--- config.mk ---
export PLATFORM = sky130hd
export DESIGN_NAME = dcm_ddr2_ctrl
export DESIGN_NICKNAME = d
export VERILOG_FILES = /design/src/include/dcm_pkg.sv /design/src/rtl/dcm_ddr2_ctrl.sv
export SDC_FILE = /design/constraint.sdc
export NUM_CORES = 1
export LEC_CHECK = 0
export BUFFER_PORTS_ARGS = -buffer_cell sky130_fd_sc_hd__buf_2
export CORE_AREA = 2 2 292 294
export DETAILED_ROUTE_END_ITERATION = 8
export DIE_AREA = 0 0 294 296
export GPL_TIMING_DRIVEN = 0
export HOLD_SLACK_MARGIN = 0.1
export PLACE_DENSITY = 0.47
export SYNTH_ARGS = -nofsm -noshare
export SYNTH_HDL_FRONTEND = slang
export SYNTH_SLANG_ARGS = --single-unit
--- constraint.sdc ---
create_clock -name sys_clk_i -period 3.7 [get_ports sys_clk_i]
set_clock_uncertainty 0.15 [all_clocks]
set_input_delay 0.185 -clock sys_clk_i [delete_from_list [all_inputs] [get_ports sys_clk_i]]
set_output_delay 0.185 -clock sys_clk_i [all_outputs]
set_load 0.02 [all_outputs]
--- src/include/dcm_pkg.sv ---
package dcm_pkg;

  // ==========================================================================
  // Register map, byte addresses on the AXI4-Lite bus
  localparam logic [7:0] OFS_STATUS   = 8'h00;
  localparam logic [7:0] OFS_BANK_CFG = 8'h04;
  localparam logic [7:0] OFS_REF_CTRL = 8'h08;
  localparam logic [7:0] OFS_TIMING   = 8'h0C;

  // ==========================================================================
  // Field positions
  localparam int PAGE_LSB   = 0;   // page_words_sel [1:0]
  localparam int BANK_LSB   = 4;   // bank_count_sel [5:4]
  localparam int CL_LSB     = 9;   // CAS latency [11:9]
  localparam int NARROW_BIT = 14;  // 1: x16 memory, 0: x32 memory
  localparam int TRCD_LSB   = 0;   // timing [3:0]
  localparam int TRP_LSB    = 4;   // timing [7:4]
  localparam int TRFC_LSB   = 8;   // timing [15:8]
  localparam int TWR_LSB    = 16;  // timing [19:16]

  // ==========================================================================
  // Reset values
  localparam logic [31:0] BANK_CFG_RST = 32'h0000_0632;  // CL 3, 8 banks, 1024 words
  localparam logic [31:0] REF_CTRL_RST = 32'h0000_0100;  // refresh_interval in link cycles
  localparam logic [31:0] TIMING_RST   = 32'h0002_1A33;

  // ==========================================================================
  // Memory constants
  localparam logic [3:0]  BURST_LEN  = 4'h8;
  localparam int          ROW_BITS   = 13;
  localparam logic [2:0]  CL_MIN     = 3'h2;
  localparam logic [2:0]  CL_MAX     = 3'h5;
  localparam logic [2:0]  MR_BL8     = 3'h3;
  localparam int          MR_CL_LSB  = 4;
  localparam logic [12:0] EMR_VALUE  = 13'h0000;  // additive latency 0
  localparam logic [2:0]  MR_SEL     = 3'h0;
  localparam logic [2:0]  EMR_SEL    = 3'h1;
  localparam int          CLK_HALF_DEF   = 10;    // sys cycles per half link period
  localparam int          INIT_TICKS_DEF = 200;   // link cycles of idle clock at start

  // ==========================================================================
  // Command encoding {cs_n, ras_n, cas_n, we_n}
  typedef struct packed {
    logic cs_n;
    logic ras_n;
    logic cas_n;
    logic we_n;
  } dcm_cmd_t;

  localparam dcm_cmd_t CMD_NOP = 4'h7;
  localparam dcm_cmd_t CMD_ACT = 4'h3;
  localparam dcm_cmd_t CMD_PRE = 4'h2;
  localparam dcm_cmd_t CMD_REF = 4'h1;
  localparam dcm_cmd_t CMD_MRS = 4'h0;
  localparam dcm_cmd_t CMD_RD  = 4'h5;
  localparam dcm_cmd_t CMD_WR  = 4'h4;

  typedef struct packed {
    dcm_cmd_t    cmd;
    logic [2:0]  bank_sel;
    logic [12:0] addr;
  } dcm_ddr_ctl_t;

  typedef struct packed {
    logic        write;
    logic [31:0] addr;
    logic [31:0] wdata;
    logic [3:0]  be;
  } dcm_req_t;

  typedef struct packed {
    logic [12:0] row;
    logic [2:0]  bank;
    logic [10:0] col;
  } dcm_map_t;

endpackage

--- src/rtl/dcm_ddr2_ctrl.sv ---
// Local design decisions: the placing of the registers and register access over AXI4-Lite.
`timescale 1ns/1ps
// Summary of operation
// - Precharge-all always precedes every autorefresh
// - Autorefresh repeats at refresh_interval link cycles
// - Page table cleared before and after refresh
// - Refresh cannot be disabled by software
// - Precharge-all after reset, init, before mode writes
// - Address bit 10 high during precharge-all
// - Single precharge closes only selected bank
// - Activate closed row: bank and row driven
// - Wait row-to-column delay after activate
// - Read: cas low, ras/we high, column
// - Burst 8, CAS latency 2 to 5
// - Additive latency programmed as zero
// - Read burst runs eight beats, extras dropped
// - Rows stay open until page invalid
// - Write data starts CAS latency minus one
// - Write burst eight beats, unused beats masked
// - Mode writes: select on bank bits, value
// - Mode writes only inside the init sequence
// - x16 or x32, little endian, low lanes
// - bank_count_sel gives 1, 2, 4, 8 banks
// - page_words_sel gives 8 to 11 column bits
// - Thirteen row bits, row/column share pins
// - Column lowest, bank above, then row
module dcm_ddr2_ctrl
  import dcm_pkg::*;
#(
  parameter int CLK_HALF   = CLK_HALF_DEF,
  parameter int INIT_TICKS = INIT_TICKS_DEF
) (
  // Clock and reset
  input  wire logic         sys_clk_i,
  input  wire logic         rst_i,
  // AXI4-Lite slave
  input  wire logic [7:0]   s_axi_awaddr_i,
  input  wire logic         s_axi_awvalid_i,
  output logic              s_axi_awready_o,
  input  wire logic [31:0]  s_axi_wdata_i,
  input  wire logic [3:0]   s_axi_wstrb_i,
  input  wire logic         s_axi_wvalid_i,
  output logic              s_axi_wready_o,
  output logic [1:0]        s_axi_bresp_o,
  output logic              s_axi_bvalid_o,
  input  wire logic         s_axi_bready_i,
  input  wire logic [7:0]   s_axi_araddr_i,
  input  wire logic         s_axi_arvalid_i,
  output logic              s_axi_arready_o,
  output logic [31:0]       s_axi_rdata_o,
  output logic [1:0]        s_axi_rresp_o,
  output logic              s_axi_rvalid_o,
  input  wire logic         s_axi_rready_i,
  // Requester port
  input  wire dcm_req_t     req_i,
  input  wire logic         req_valid_i,
  output logic              req_ready_o,
  output logic              rsp_valid_o,
  output logic [31:0]       rsp_rdata_o,
  // Memory pins
  output logic              ddr_clk_o,
  output logic              ddr_cke_o,
  output dcm_ddr_ctl_t      ddr_ctl_o,
  input  wire logic [31:0]  ddr_dq_i,
  output logic [31:0]       ddr_dq_o,
  output logic              ddr_dq_oe_o,
  output logic [3:0]        ddr_dqm_o
);

  typedef enum logic [3:0] {
    ST_INIT, ST_INIT_PALL, ST_EXT_MODE_REG_WRITE_CMD, ST_MRS, ST_POST_PALL, ST_IDLE, ST_REF_PALL,
    ST_REFRESH, ST_PRE_ONE, ST_ACTIVATE, ST_ACCESS, ST_DATA, ST_WAIT
  } dcm_state_t;

  // ==========================================================================
  // Address split: column lowest, then bank, then 13 row bits
  function automatic dcm_map_t dcm_split(input logic [31:0] a, input logic [1:0] pg,
                                         input logic [1:0] bk, input logic narrow);
    logic [31:0] w;
    logic [4:0]  ncb;
    logic [4:0]  nbb;
    dcm_map_t    m;
    w   = narrow ? (a >> 1) : (a >> 2);
    ncb = 5'h8 + {3'h0, pg};
    nbb = {3'h0, bk};
    m.col  = 11'(w & ((32'h1 << ncb) - 32'h1));
    w      = w >> ncb;
    m.bank = 3'(w & ((32'h1 << nbb) - 32'h1));
    w      = w >> nbb;
    m.row  = w[ROW_BITS-1:0];
    return m;
  endfunction

  // ==========================================================================
  // Registers and state
  logic [31:0]  bank_cfg;
  logic [31:0]  ref_ctrl;
  logic [31:0]  timing;
  logic         cfg_restart;
  dcm_state_t   state;
  dcm_state_t   after_state;
  logic [7:0]   wait_cnt;
  logic [15:0]  init_cnt;
  logic         init_done;
  logic [12:0]  ref_cnt;
  logic         ref_due;
  logic [7:0]   bank_open;
  logic [12:0]  open_row [8];
  logic         pend;
  dcm_req_t     req_q;
  dcm_map_t     map_q;
  logic [3:0]   lat_cnt;
  logic [3:0]   beat;
  logic [31:0]  rd_word;
  logic [7:0]   half_cnt;
  logic [31:0]  dq_meta;
  logic [31:0]  dq_sync;

  // ==========================================================================
  // Field decode
  wire  [1:0]  page_words_sel = bank_cfg[PAGE_LSB +: 2];
  wire  [1:0]  bank_count_sel = bank_cfg[BANK_LSB +: 2];
  wire  [2:0]  cas_lat        = bank_cfg[CL_LSB +: 3];
  wire         narrow         = bank_cfg[NARROW_BIT];
  wire  [12:0] refresh_interval = ref_ctrl[12:0];
  wire  [7:0]  t_rcd  = {4'h0, timing[TRCD_LSB +: 4]};
  wire  [7:0]  t_rp   = {4'h0, timing[TRP_LSB +: 4]};
  wire  [7:0]  t_rfc  = timing[TRFC_LSB +: 8];
  wire  [7:0]  t_wr   = {4'h0, timing[TWR_LSB +: 4]};
  wire  [12:0] ref_limit  = (refresh_interval == 13'h0) ? 13'h1 : refresh_interval;
  wire         row_hit    = bank_open[map_q.bank] && (open_row[map_q.bank] == map_q.row);
  wire  [12:0] col_pins   = {1'b0, map_q.col[10], 1'b0, map_q.col[9:0]};  // A10 low
  wire  [12:0] mr_value   = {6'h00, cas_lat, 1'b0, MR_BL8};
  wire         last_beat  = (beat == BURST_LEN - 4'h1);
  wire  [3:0]  word_beats = narrow ? 4'h2 : 4'h1;

  // ==========================================================================
  // Link clock divider; tick marks each rising edge of the memory clock
  wire half_end = (half_cnt == 8'(CLK_HALF - 1));
  wire tick     = half_end & ~ddr_clk_o;

  always_ff @(posedge sys_clk_i) begin
    if (rst_i) begin
      half_cnt  <= 8'h00;
      ddr_clk_o <= 1'b0;
    end else if (half_end) begin
      half_cnt  <= 8'h00;
      ddr_clk_o <= ~ddr_clk_o;
    end else begin
      half_cnt  <= half_cnt + 8'h01;
    end
  end

  // Read data pins cross two flops before use
  always_ff @(posedge sys_clk_i) begin
    dq_meta <= ddr_dq_i;
    dq_sync <= dq_meta;
  end

  // ==========================================================================
  // AXI4-Lite slave
  logic        aw_hold;
  logic        w_hold;
  logic [7:0]  aw_addr;
  logic [31:0] w_data;
  logic [3:0]  w_strb;

  wire aw_fire  = s_axi_awvalid_i & s_axi_awready_o;
  wire w_fire   = s_axi_wvalid_i & s_axi_wready_o;
  wire wr_go    = aw_hold & w_hold & ~s_axi_bvalid_o;
  wire wr_cfg   = wr_go & (aw_addr == OFS_BANK_CFG);
  wire wr_ref   = wr_go & (aw_addr == OFS_REF_CTRL);
  wire wr_tim   = wr_go & (aw_addr == OFS_TIMING);
  wire wr_ok    = wr_cfg | wr_ref | wr_tim | (aw_addr == OFS_STATUS);
  wire ar_fire  = s_axi_arvalid_i & s_axi_arready_o;

  assign s_axi_awready_o = ~aw_hold;
  assign s_axi_wready_o  = ~w_hold;
  assign s_axi_arready_o = ~s_axi_rvalid_o;

  // Byte-lane merge of a write into a register
  function automatic logic [31:0] dcm_merge(input logic [31:0] old, input logic [31:0] d,
                                            input logic [3:0] strb);
    logic [31:0] r;
    r = old;
    for (int i = 0; i < 4; i++) begin
      if (strb[i]) r[8*i +: 8] = d[8*i +: 8];
    end
    return r;
  endfunction

  wire [31:0] cfg_merged = dcm_merge(bank_cfg, w_data, w_strb);
  wire [2:0]  cl_new     = cfg_merged[CL_LSB +: 3];
  wire        cl_legal   = (cl_new >= CL_MIN) && (cl_new <= CL_MAX);
  wire [31:0] status_word = {16'h0000, bank_open, 5'h00, pend, ref_due, init_done};

  // Address and data latch until both halves of a write have arrived
  always_ff @(posedge sys_clk_i) begin
    if (rst_i) begin
      aw_hold <= 1'b0;
      w_hold  <= 1'b0;
      aw_addr <= 8'h00;
      w_data  <= 32'h0000_0000;
      w_strb  <= 4'h0;
    end else begin
      if (aw_fire) begin
        aw_hold <= 1'b1;
        aw_addr <= {s_axi_awaddr_i[7:2], 2'b00};
      end else if (wr_go) begin
        aw_hold <= 1'b0;
      end
      if (w_fire) begin
        w_hold <= 1'b1;
        w_data <= s_axi_wdata_i;
        w_strb <= s_axi_wstrb_i;
      end else if (wr_go) begin
        w_hold <= 1'b0;
      end
    end
  end

  // Register writes and bus answers; an illegal CAS latency keeps the old one
  always_ff @(posedge sys_clk_i) begin
    if (rst_i) begin
      bank_cfg       <= BANK_CFG_RST;
      ref_ctrl       <= REF_CTRL_RST;
      timing         <= TIMING_RST;
      s_axi_bvalid_o <= 1'b0;
      s_axi_bresp_o  <= 2'b00;
      s_axi_rvalid_o <= 1'b0;
      s_axi_rresp_o  <= 2'b00;
      s_axi_rdata_o  <= 32'h0000_0000;
    end else begin
      if (wr_cfg) begin
        bank_cfg <= cl_legal ? cfg_merged : {cfg_merged[31:12], cas_lat, cfg_merged[8:0]};
      end
      if (wr_ref) ref_ctrl <= dcm_merge(ref_ctrl, w_data, w_strb);
      if (wr_tim) timing <= dcm_merge(timing, w_data, w_strb);
      if (wr_go) begin
        s_axi_bvalid_o <= 1'b1;
        s_axi_bresp_o  <= wr_ok ? 2'b00 : 2'b10;
      end else if (s_axi_bready_i) begin
        s_axi_bvalid_o <= 1'b0;
      end
      if (ar_fire) begin
        s_axi_rvalid_o <= 1'b1;
        s_axi_rresp_o  <= 2'b00;
        unique case ({s_axi_araddr_i[7:2], 2'b00})
          OFS_STATUS:   s_axi_rdata_o <= status_word;
          OFS_BANK_CFG: s_axi_rdata_o <= bank_cfg;
          OFS_REF_CTRL: s_axi_rdata_o <= ref_ctrl;
          OFS_TIMING:   s_axi_rdata_o <= timing;
          default: begin
            s_axi_rdata_o <= 32'h0000_0000;
            s_axi_rresp_o <= 2'b10;
          end
        endcase
      end else if (s_axi_rready_i) begin
        s_axi_rvalid_o <= 1'b0;
      end
    end
  end

  // ==========================================================================
  // Requester side: one request latched at a time
  assign req_ready_o = ~pend & init_done;
  wire   req_take    = req_valid_i & req_ready_o;
  wire   req_done    = tick & (state == ST_DATA) & last_beat & (lat_cnt <= 4'h1);

  always_ff @(posedge sys_clk_i) begin
    if (rst_i) begin
      pend  <= 1'b0;
      req_q <= '0;
      map_q <= '0;
    end else if (req_take) begin
      pend  <= 1'b1;
      req_q <= req_i;
      map_q <= dcm_split(req_i.addr, page_words_sel, bank_count_sel, narrow);
    end else if (req_done) begin
      pend  <= 1'b0;
    end
  end

  // Refresh interval counter runs on link cycles and never stops
  always_ff @(posedge sys_clk_i) begin
    if (rst_i) begin
      ref_cnt <= 13'h0000;
      ref_due <= 1'b0;
    end else if (tick) begin
      if (ref_cnt >= ref_limit - 13'h1) begin
        ref_cnt <= 13'h0000;
        ref_due <= 1'b1;
      end else begin
        ref_cnt <= ref_cnt + 13'h0001;
        if (state == ST_REFRESH) ref_due <= 1'b0;
      end
    end
  end

  // A new bank configuration reruns init once the bus is quiet
  always_ff @(posedge sys_clk_i) begin
    if (rst_i) begin
      cfg_restart <= 1'b0;
    end else if (wr_cfg) begin
      cfg_restart <= 1'b1;
    end else if (state == ST_INIT) begin
      cfg_restart <= 1'b0;
    end
  end

  // ==========================================================================
  // Command sequencer; every command is issued on a link tick
  always_ff @(posedge sys_clk_i) begin
    if (rst_i) begin
      state       <= ST_INIT;
      after_state <= ST_IDLE;
      wait_cnt    <= 8'h00;
      init_cnt    <= 16'h0000;
      init_done   <= 1'b0;
      bank_open   <= 8'h00;
      ddr_ctl_o   <= {CMD_NOP, 3'h0, 13'h0000};
      ddr_cke_o   <= 1'b0;
      lat_cnt     <= 4'h0;
      beat        <= 4'h0;
    end else if (tick) begin
      ddr_ctl_o.cmd <= CMD_NOP;
      unique case (state)
        ST_INIT: begin
          init_done <= 1'b0;
          ddr_cke_o <= 1'b1;
          if (init_cnt >= 16'(INIT_TICKS)) begin
            init_cnt <= 16'h0000;
            state    <= ST_INIT_PALL;
          end else begin
            init_cnt <= init_cnt + 16'h0001;
          end
        end
        ST_INIT_PALL, ST_POST_PALL, ST_REF_PALL: begin
          ddr_ctl_o   <= {CMD_PRE, 3'h0, 13'h0400};
          bank_open   <= 8'h00;
          wait_cnt    <= t_rp;
          after_state <= (state == ST_INIT_PALL) ? ST_EXT_MODE_REG_WRITE_CMD :
                         (state == ST_REF_PALL)  ? ST_REFRESH : ST_IDLE;
          if (state == ST_POST_PALL) init_done <= 1'b1;
          state       <= ST_WAIT;
        end
        ST_EXT_MODE_REG_WRITE_CMD: begin
          ddr_ctl_o   <= {CMD_MRS, EMR_SEL, EMR_VALUE};
          wait_cnt    <= t_rp;
          after_state <= ST_MRS;
          state       <= ST_WAIT;
        end
        ST_MRS: begin
          ddr_ctl_o   <= {CMD_MRS, MR_SEL, mr_value};
          wait_cnt    <= t_rp;
          after_state <= ST_POST_PALL;
          state       <= ST_WAIT;
        end
        ST_IDLE: begin
          if (cfg_restart) begin
            state <= ST_INIT;
          end else if (ref_due) begin
            state <= ST_REF_PALL;
          end else if (pend) begin
            if (row_hit) state <= ST_ACCESS;
            else if (bank_open[map_q.bank]) state <= ST_PRE_ONE;
            else state <= ST_ACTIVATE;
          end
        end
        ST_REFRESH: begin
          ddr_ctl_o   <= {CMD_REF, 3'h0, 13'h0000};
          bank_open   <= 8'h00;
          wait_cnt    <= t_rfc;
          after_state <= ST_IDLE;
          state       <= ST_WAIT;
        end
        ST_PRE_ONE: begin
          ddr_ctl_o   <= {CMD_PRE, map_q.bank, 13'h0000};
          bank_open[map_q.bank] <= 1'b0;
          wait_cnt    <= t_rp;
          after_state <= ST_ACTIVATE;
          state       <= ST_WAIT;
        end
        ST_ACTIVATE: begin
          ddr_ctl_o   <= {CMD_ACT, map_q.bank, map_q.row};
          bank_open[map_q.bank] <= 1'b1;
          wait_cnt    <= t_rcd;
          after_state <= ST_ACCESS;
          state       <= ST_WAIT;
        end
        ST_ACCESS: begin
          ddr_ctl_o <= {(req_q.write ? CMD_WR : CMD_RD), map_q.bank, col_pins};
          lat_cnt   <= req_q.write ? 4'(cas_lat - 3'h1) : 4'(cas_lat + 3'h1);
          beat      <= 4'h0;
          state     <= ST_DATA;
        end
        ST_DATA: begin
          if (lat_cnt > 4'h1) begin
            lat_cnt <= lat_cnt - 4'h1;
          end else if (last_beat) begin
            wait_cnt    <= req_q.write ? t_wr : 8'h01;
            after_state <= ST_IDLE;
            state       <= ST_WAIT;
          end else begin
            beat <= beat + 4'h1;
          end
        end
        ST_WAIT: begin
          if (wait_cnt <= 8'h01) state <= after_state;
          else wait_cnt <= wait_cnt - 8'h01;
        end
        default: state <= ST_INIT;
      endcase
    end
  end

  // Row table follows each activate
  always_ff @(posedge sys_clk_i) begin
    if (tick && state == ST_ACTIVATE) open_row[map_q.bank] <= map_q.row;
  end

  // ==========================================================================
  // Data lanes: x16 parts sit on the low lanes, low half first
  wire data_beat = tick && (state == ST_DATA) && (lat_cnt <= 4'h1);
  wire word_beat = data_beat && (beat < word_beats);
  wire [3:0] lane_mask = narrow ? ~{2'b00, (beat == 4'h0) ? req_q.be[1:0] : req_q.be[3:2]}
                                : ~req_q.be;

  // Write beats beyond the word are masked rather than cut short
  always_ff @(posedge sys_clk_i) begin
    if (rst_i) begin
      ddr_dq_o    <= 32'h0000_0000;
      ddr_dq_oe_o <= 1'b0;
      ddr_dqm_o   <= 4'hF;
    end else if (data_beat && req_q.write && !(last_beat && ddr_dq_oe_o && beat != 4'h7)) begin
      ddr_dq_oe_o <= 1'b1;
      ddr_dq_o    <= (narrow && beat == 4'h1) ? {16'h0000, req_q.wdata[31:16]} : req_q.wdata;
      ddr_dqm_o   <= (beat < word_beats) ? lane_mask : 4'hF;
    end else if (tick && state != ST_DATA) begin
      ddr_dq_oe_o <= 1'b0;
      ddr_dqm_o   <= 4'hF;
    end
  end

  // Read capture keeps the word's beats and drops the rest of the burst
  always_ff @(posedge sys_clk_i) begin
    if (rst_i) begin
      rd_word     <= 32'h0000_0000;
      rsp_valid_o <= 1'b0;
      rsp_rdata_o <= 32'h0000_0000;
    end else begin
      rsp_valid_o <= req_done;
      if (word_beat && !req_q.write) begin
        if (narrow && beat == 4'h1) rd_word[31:16] <= dq_sync[15:0];
        else if (narrow) rd_word[15:0] <= dq_sync[15:0];
        else rd_word <= dq_sync;
      end
      if (req_done) begin
        rsp_rdata_o <= req_q.write ? 32'h0000_0000 : rd_word;
      end
    end
  end

endmodule

Yosys cells after proc, flatten, opt, wreduce, memory -nomap -nowiden
Memories as Yosys holds them, arrays and structs flattened. A register that Yosys moved wholly into a read port is not among the register bits.
Cells that the tools add are included.
{ "totals": {"input_bits": 161, "ramBits": 104, "regBits": 503, "latchBits": 0, "elab_cells": 285, "mem_count": 1, "romBits": 0, "out_inout_bits": 134} }
{ "op_classes": {"add_sub_neg": 12, "div": 0, "reduce_logical": 62, "muxes": 75, "n_lt_le_gt_ge": 10, "n_shift": 4, "bitwise_logic": 31, "eq_ne": 34, "multipliers": 0} }
{ "mem_list": {"columns": ["memory", "depth", "width", "rd", "rd_clocked_by_memory_dff", "write_ports", "line_no", "source"], "rows": [
  ["open_row", 8, 13, 1, 1, 1, "dcm_ddr2_ctrl.sv:108", "logic [12:0] open_row [8];"]
]} }
{ "op_table": {"columns": ["cell", "count"], "rows": [
  ["$pmux 19 s7", 1],
  ["$pmux 32 s4", 1],
  ["$mux 4", 18],
  ["$mux 32", 2],
  ["$mux 8", 7],
  ["$mux 16", 3],
  ["$pmux 8 s5", 1],
  ["$shr 31x5->32", 1],
  ["$shr 32x2->13", 1],
  ["$mux 31", 1],
  ["$reduce_and 2->1", 15],
  ["$pmux 4 s7", 1],
  ["$mux 13", 2],
  ["$eq 6x2->1 const B", 4],
  ["$pmux 4 s6", 1],
  ["$pmux 8 s3", 1],
  ["$mux 1", 22],
  ["$eq 4x3->1 const B", 5],
  ["$eq 4x4->1 const B", 5],
  ["$reduce_bool 2->1", 10],
  ["$add 16x1->16 const B", 1],
  ["$ge 16x8->1 const B", 1],
  ["$pmux 4 s2", 2],
  ["$and 1x1->1", 14],
  ["other kinds (63)", 108]
]} }

Longest topological paths before layout
{ "depth": {"depth_word": 8, "ltp_mapped": 15, "mapped_depth_nobuf": 14} }

Worst setup path after synthesis
Ideal clock, no wire load.
{ "synth_timing": {"path_type": "reg2reg", "start": "register half_cnt[0]", "end": "memory open_row[2][0] (enable)", "stages_incl_launch_ff": 8, "required_ps": 3150, "path_buffers": 2, "period_less_slack_ps": 3447, "arrival_time_ps": 2898, "setup_ps": 400, "slack_ps": 253, "path_cell_list": "dfxtp_1 -> ha_1 -> or4b_4 -> nor2_1 -> buf_2 -> buf_1 -> nand2_1 -> nor3_1"} }
{ "synth_between": {"elab_chain_len": 5} }
{ "synth_rtl": {"columns": ["item", "line_no", "source"], "rows": [
  ["from (decl)", "dcm_ddr2_ctrl.sv:115", "logic [7:0] half_cnt;"],
  ["from (signal assigned)", "dcm_ddr2_ctrl.sv:150", "half_cnt <= half_cnt + 8'h01;"],
  ["$eq 8x4->1", "dcm_ddr2_ctrl.sv:139", "wire half_end = (half_cnt == 8'(CLK_HALF - 1));"],
  ["$and 1x1->1", "dcm_ddr2_ctrl.sv:140", "wire tick = half_end & ~ddr_clk_o;"],
  ["$logic_and 1x1->1", "dcm_ddr2_ctrl.sv:419", "if (tick && state == ST_ACTIVATE) open_row[map_q.bank] <= map_q.row;"],
  ["$mux 1", "dcm_ddr2_ctrl.sv:419", null],
  ["$mux 1 (not written as such)", "dcm_ddr2_ctrl.sv:419", null],
  ["to (decl)", "dcm_ddr2_ctrl.sv:108", null]
]} }
No other way between the ends.

Worst setup path in the final report
{ "layout_timing": {"start": "register half_cnt[0]", "end": "memory open_row[0][4] (enable)"} }
Same word-level chain as after synthesis.

==> report_table.html <==
<table>
<tr><th>Metric</th><th>Value</th></tr>
<tr><th colspan="2">Detailed routing</th></tr>
<tr><td>Post-route DRC</td><td>0</td></tr>
<tr><td>Drt initial violations</td><td>1,506</td></tr>
<tr><td>Sum of routed wire length over all layers</td><td>89,490 um</td></tr>
<tr><td>Number of vias per cell</td><td>5.056</td></tr>
<tr><td>Wire per inst</td><td>approximately 21 um</td></tr>
<tr><td>Number of vias in the routed layout</td><td>21,711</td></tr>
<tr><td>Post-route ant nets</td><td>0</td></tr>
<tr><td>Number of optimization iterations in the first detailed-route pass</td><td>5</td></tr>
<tr><th colspan="2">Critical path</th></tr>
<tr><td>Arrival time reported for the critical path endpoint</td><td>3610 ps</td></tr>
<tr><td>Startpoint type of the worst setup path</td><td>flop</td></tr>
<tr><td>Critical Path Sink Type</td><td>flop</td></tr>
<tr><td>Library cell appearing most often on the critical path</td><td>sky130_fd_sc_hd__buf_2</td></tr>
<tr><td>Crit Path Class</td><td>reg2reg</td></tr>
<tr><td>Worst Path Required</td><td>3770 ps</td></tr>
<tr><td>CP max-delay cell</td><td>sky130_fd_sc_hd__and3_1</td></tr>
<tr><td>Worst path max stage delay</td><td>820 ps</td></tr>
<tr><td>Critical-path cell list</td><td>ha_1 -&gt; or4b_4 -&gt; nor2_1 -&gt; buf_2 -&gt; buf_2 -&gt; and3_1</td></tr>
<tr><td>Max Fanout on Critical Path</td><td>13</td></tr>
<tr><th colspan="2">Global routing</th></tr>
<tr><td>Largest net degree at the start of global routing</td><td>15</td></tr>
<tr><td>Vias in the first global route</td><td>21,620</td></tr>
<tr><td>First-pass GRT wire length</td><td>approximately 130,000 um</td></tr>
<tr><td>Overall Global Routing Usage</td><td>0.1995</td></tr>
<tr><td>Number of antenna violations at the first check in global routing</td><td>16</td></tr>
<tr><td>Total grt overflow</td><td>0</td></tr>
<tr><th colspan="2">Timing</th></tr>
<tr><td>Transition time at the pin with the least slew margin</td><td>1195 ps</td></tr>
<tr><td>Fin. Hold Viols</td><td>0</td></tr>
<tr><td>Total of endpoints with negative setup slack in the final report</td><td>0</td></tr>
<tr><td>Worst-case headroom to the max-slew limit</td><td>0.2010</td></tr>
<tr><td>Hold WS</td><td>130.5 ps</td></tr>
<tr><td>Final cycle utilization of the critical path</td><td>0.9558</td></tr>
<tr><td>Min Clock Period, post-route</td><td>3537 ps</td></tr>
<tr><td>Max-slew violation total from the final report</td><td>0</td></tr>
<tr><td>Crit path setup slack, layout</td><td>163.4 ps</td></tr>
<tr><td>Max Clk Rate</td><td>282.8 MHz</td></tr>
<tr><th colspan="2">Synth</th></tr>
<tr><td>Netlist Area Pre-Place</td><td>0.02495 mm2</td></tr>
<tr><td>Post-synthesis sequential area ratio</td><td>0.5288</td></tr>
<tr><td>Synth async-reset ratio</td><td>0</td></tr>
<tr><td>Average cell area after synthesis</td><td>9.581 um2</td></tr>
<tr><td>Post-Syn Instances</td><td>2,604</td></tr>
<tr><td>Post-synth EDFFs</td><td>104</td></tr>
<tr><td>Proportion of netlist area held by the largest area contributor</td><td>0.4036</td></tr>
<tr><td>Number of unique standard cell types used by synthesis</td><td>77</td></tr>
<tr><td>Dominant cells by area after synthesis</td><td>sky130_fd_sc_hd__dfxtp_1 40%, sky130_fd_sc_hd__edfxtp_1 13%, sky130_fd_sc_hd__nand2_1 6.6%</td></tr>
<tr><td>Syn. warnings</td><td>0</td></tr>
<tr><td>Number of flip-flops and latches in the synthesized netlist</td><td>607</td></tr>
<tr><td>Most used DFF post-synth</td><td>sky130_fd_sc_hd__dfxtp_1</td></tr>
<tr><td>Cell type with the highest aggregate area in the netlist</td><td>sky130_fd_sc_hd__dfxtp_1</td></tr>
<tr><th colspan="2">Pwr</th></tr>
<tr><td>Largest voltage drop on the vdd net</td><td>about 0.28 mV</td></tr>
<tr><td>Total Power Consumption</td><td>14.91 mW</td></tr>
<tr><td>Static Leak</td><td>11.78 nW</td></tr>
<tr><td>Power density over cell area</td><td>462.9 mW/mm2</td></tr>
<tr><th colspan="2">Min path</th></tr>
<tr><td>Tightest Hold Check Type</td><td>in2reg</td></tr>
<tr><th colspan="2">Floorplanning</th></tr>
<tr><td>Initial standard-cell utilization of the core</td><td>0.2963</td></tr>
<tr><td>Die Outline Area</td><td>0.08702 mm2</td></tr>
<tr><td>Row cnt</td><td>roughly 110</td></tr>
<tr><td>Die span in x</td><td>294 um</td></tr>
<tr><td>Vert. Die Dim</td><td>296 um</td></tr>
<tr><td>Number of ports placed on the die boundary</td><td>~300</td></tr>
<tr><td>Core box area</td><td>0.08421 mm2</td></tr>
<tr><th colspan="2">Final layout</th></tr>
<tr><td>Highest-count cells in the layout ignoring fill and taps</td><td>501 x sky130_fd_sc_hd__dfxtp_1, 439 x sky130_fd_sc_hd__nand2_1, 294 x sky130_fd_sc_hd__buf_2</td></tr>
<tr><td>Fraction of final layout cells sized beyond drive strength 1</td><td>0.1842</td></tr>
<tr><td>Layout Nets</td><td>3,328</td></tr>
<tr><td>Synth-to-layout area growth</td><td>29.10%</td></tr>
<tr><td>Most common library cell in the layout ignoring fill and taps</td><td>sky130_fd_sc_hd__dfxtp_1</td></tr>
<tr><th colspan="2">Placed design</th></tr>
<tr><td>HPWL after detailed placement</td><td>66,830 um</td></tr>
<tr><td>Count of input and output buffers</td><td>280</td></tr>
<tr><td>Worst slack after detailed placement</td><td>-727.6 ps</td></tr>
<tr><td>RD Place Congestion</td><td>0.8923</td></tr>
<tr><th colspan="2">Clocking</th></tr>
<tr><td>Number of buffers created by CTS</td><td>69</td></tr>
<tr><td>Htree depth</td><td>3</td></tr>
<tr><td>CTS Sinks</td><td>607</td></tr>
<tr><td>Latest clock arrival within the worst-skew pair</td><td>610 ps</td></tr>
<tr><td>Root Driver</td><td>sky130_fd_sc_hd__clkbuf_16</td></tr>
<tr><td>TritonCTS clock tree</td><td>built</td></tr>
<tr><td>Clock transition time at the flip-flop clock pins of the worst setup and hold paths</td><td>60 ps</td></tr>
<tr><td>Maximum buffer depth of the clock tree</td><td>3</td></tr>
<tr><th colspan="2">Run status</th></tr>
<tr><td>Outcome</td><td>complete, no violations</td></tr>
<tr><th colspan="2">Job</th></tr>
<tr><td>Max-capacitance violation count</td><td>0</td></tr>
</table>
## critical path, delay by kind of cell, from the launching register on
kind / cells / cell delay [ps]
flops: 1 / 410
fa+ha+maj: 1 / 180
simple gates: 3 / 1670
buf+inv: 2 / 720
## timing repair
| action | 4_1_cts | 5_1_grt |
|---|---|---|
| endpoints found under the setup margin | 117 | 27 |
| hold endpoints to repair | 131 | 0 |
| buffers inserted | 6 | 1 |
| hold buffers | 166 | 0 |
| resized for setup | 18 | 14 |
| pin swaps | 5 | 1 |
| cloned | 0 | 1 |
## report_power, final
group | total (mW) | switching, mW | internal, mW
clock network | 7.43 | 2.88 | 4.56
logic | 0.651 | 0.358 | 0.292
registers | 6.83 | 0.0592 | 6.77
## layout make-up
type / count / area (um2)
diodes: 11 / 27.53
flip-flops and latches: 607 / 13200
well taps: 1090 / 1364
clock inverters: 36 / 526.8
plain buffers: 188 / 798.3
repair buffers: 460 / 3221
fillers: 8344 / 52000
multi-input cells: 1782 / 11000
inverters: 29 / 108.9
clock buffers: 91 / 1971
## final timing paths
check               startpoint        endpoint  slack (ps)  cells after the start
hold reg to reg    dq_meta[15]     dq_sync[15]         180                      0
hold / removal    ddr_dq_i[16]     dq_meta[16]         130                      2
setup / recovery   half_cnt[0]  open_row[0][4]         160                      6
setup reg to reg   half_cnt[0]  open_row[0][4]         160                      6
## synthesized netlist by cell type (all sizes together), types with 3 or more instances
cell type,number
or2,6
mux4,37
nor3,50
nand2b,16
a31oi,11
a211oi,27
or4,6
a221oi,11
o31ai,4
a22o,34
mux2,74
nand3,147
a21o,7
nor2b,13
o22ai,8
xnor2,26
o21ai,59
a22oi,50
or4b,3
nor2,217
and3,13
ha,29
o21a,11
buf,36
mux2i,69
a311oi,25
a21oi,279
xor2,26
nand3b,7
o311a,3
nand2,442
nand4,14
and2,9
clkbuf,152
inv,25
nor4,7
or3,4
dfxtp,503
o211ai,6
edfxtp,104
clkinv,4
## per-stage QoR
| stage | TNS, ps | instance area (um2) | instances | util |
|---|---|---|---|---|
| after floorplan | 0 | 24960 | 2606 | - |
| after CTS | 0 | 32110 | 4281 | 0.3813 |
| after global placement | -124980 | 27720 | 3976 | 0.3292 |
| final | 0 | 32210 | 4294 | 0.3825 |
| after detailed placement | -48610 | 27820 | 3982 | 0.3303 |
| after global routing | -53.46 | 32210 | 4294 | 0.3825 |
## flip-flops by register name (all words and copies together) (netlist names), 32 cells and up, named ones only
| name | cells |
|---|---|
| dq_meta | 32 |
| rd_word | 32 |
| ref_ctrl | 32 |
| timing | 32 |
| req_q | 37 |
| s_axi_rdata_o | 32 |
| w_data | 32 |
| open_row | 104 |
| ddr_dq_o | 32 |
| dq_sync | 32 |
| rsp_rdata_o | 32 |
## cells by family after synthesis
| kind of cell | after synthesis | synth area share |
|---|---|---|
| compound gates | 552 | 0.1373 |
| xor+xnor | 52 | 0.01825 |
| fa+ha+maj | 30 | 0.01535 |
| buf+inv | 217 | 0.03571 |
| flops | 607 | 0.5288 |
| mux | 180 | 0.09448 |
| other cells | 1 | 0.0001503 |
| simple gates | 965 | 0.1701 |
## layer usage
layer,up-vias,global-route usage,part of all wire
met1,10579,0.2517,0.43
met2,600,0.3336,0.48
met4,6,0.08636,0.040
met5,-,0,0.00037
li1,10336,-,-
met3,190,0.03665,0.052
(Power assumes the default switching activity.)
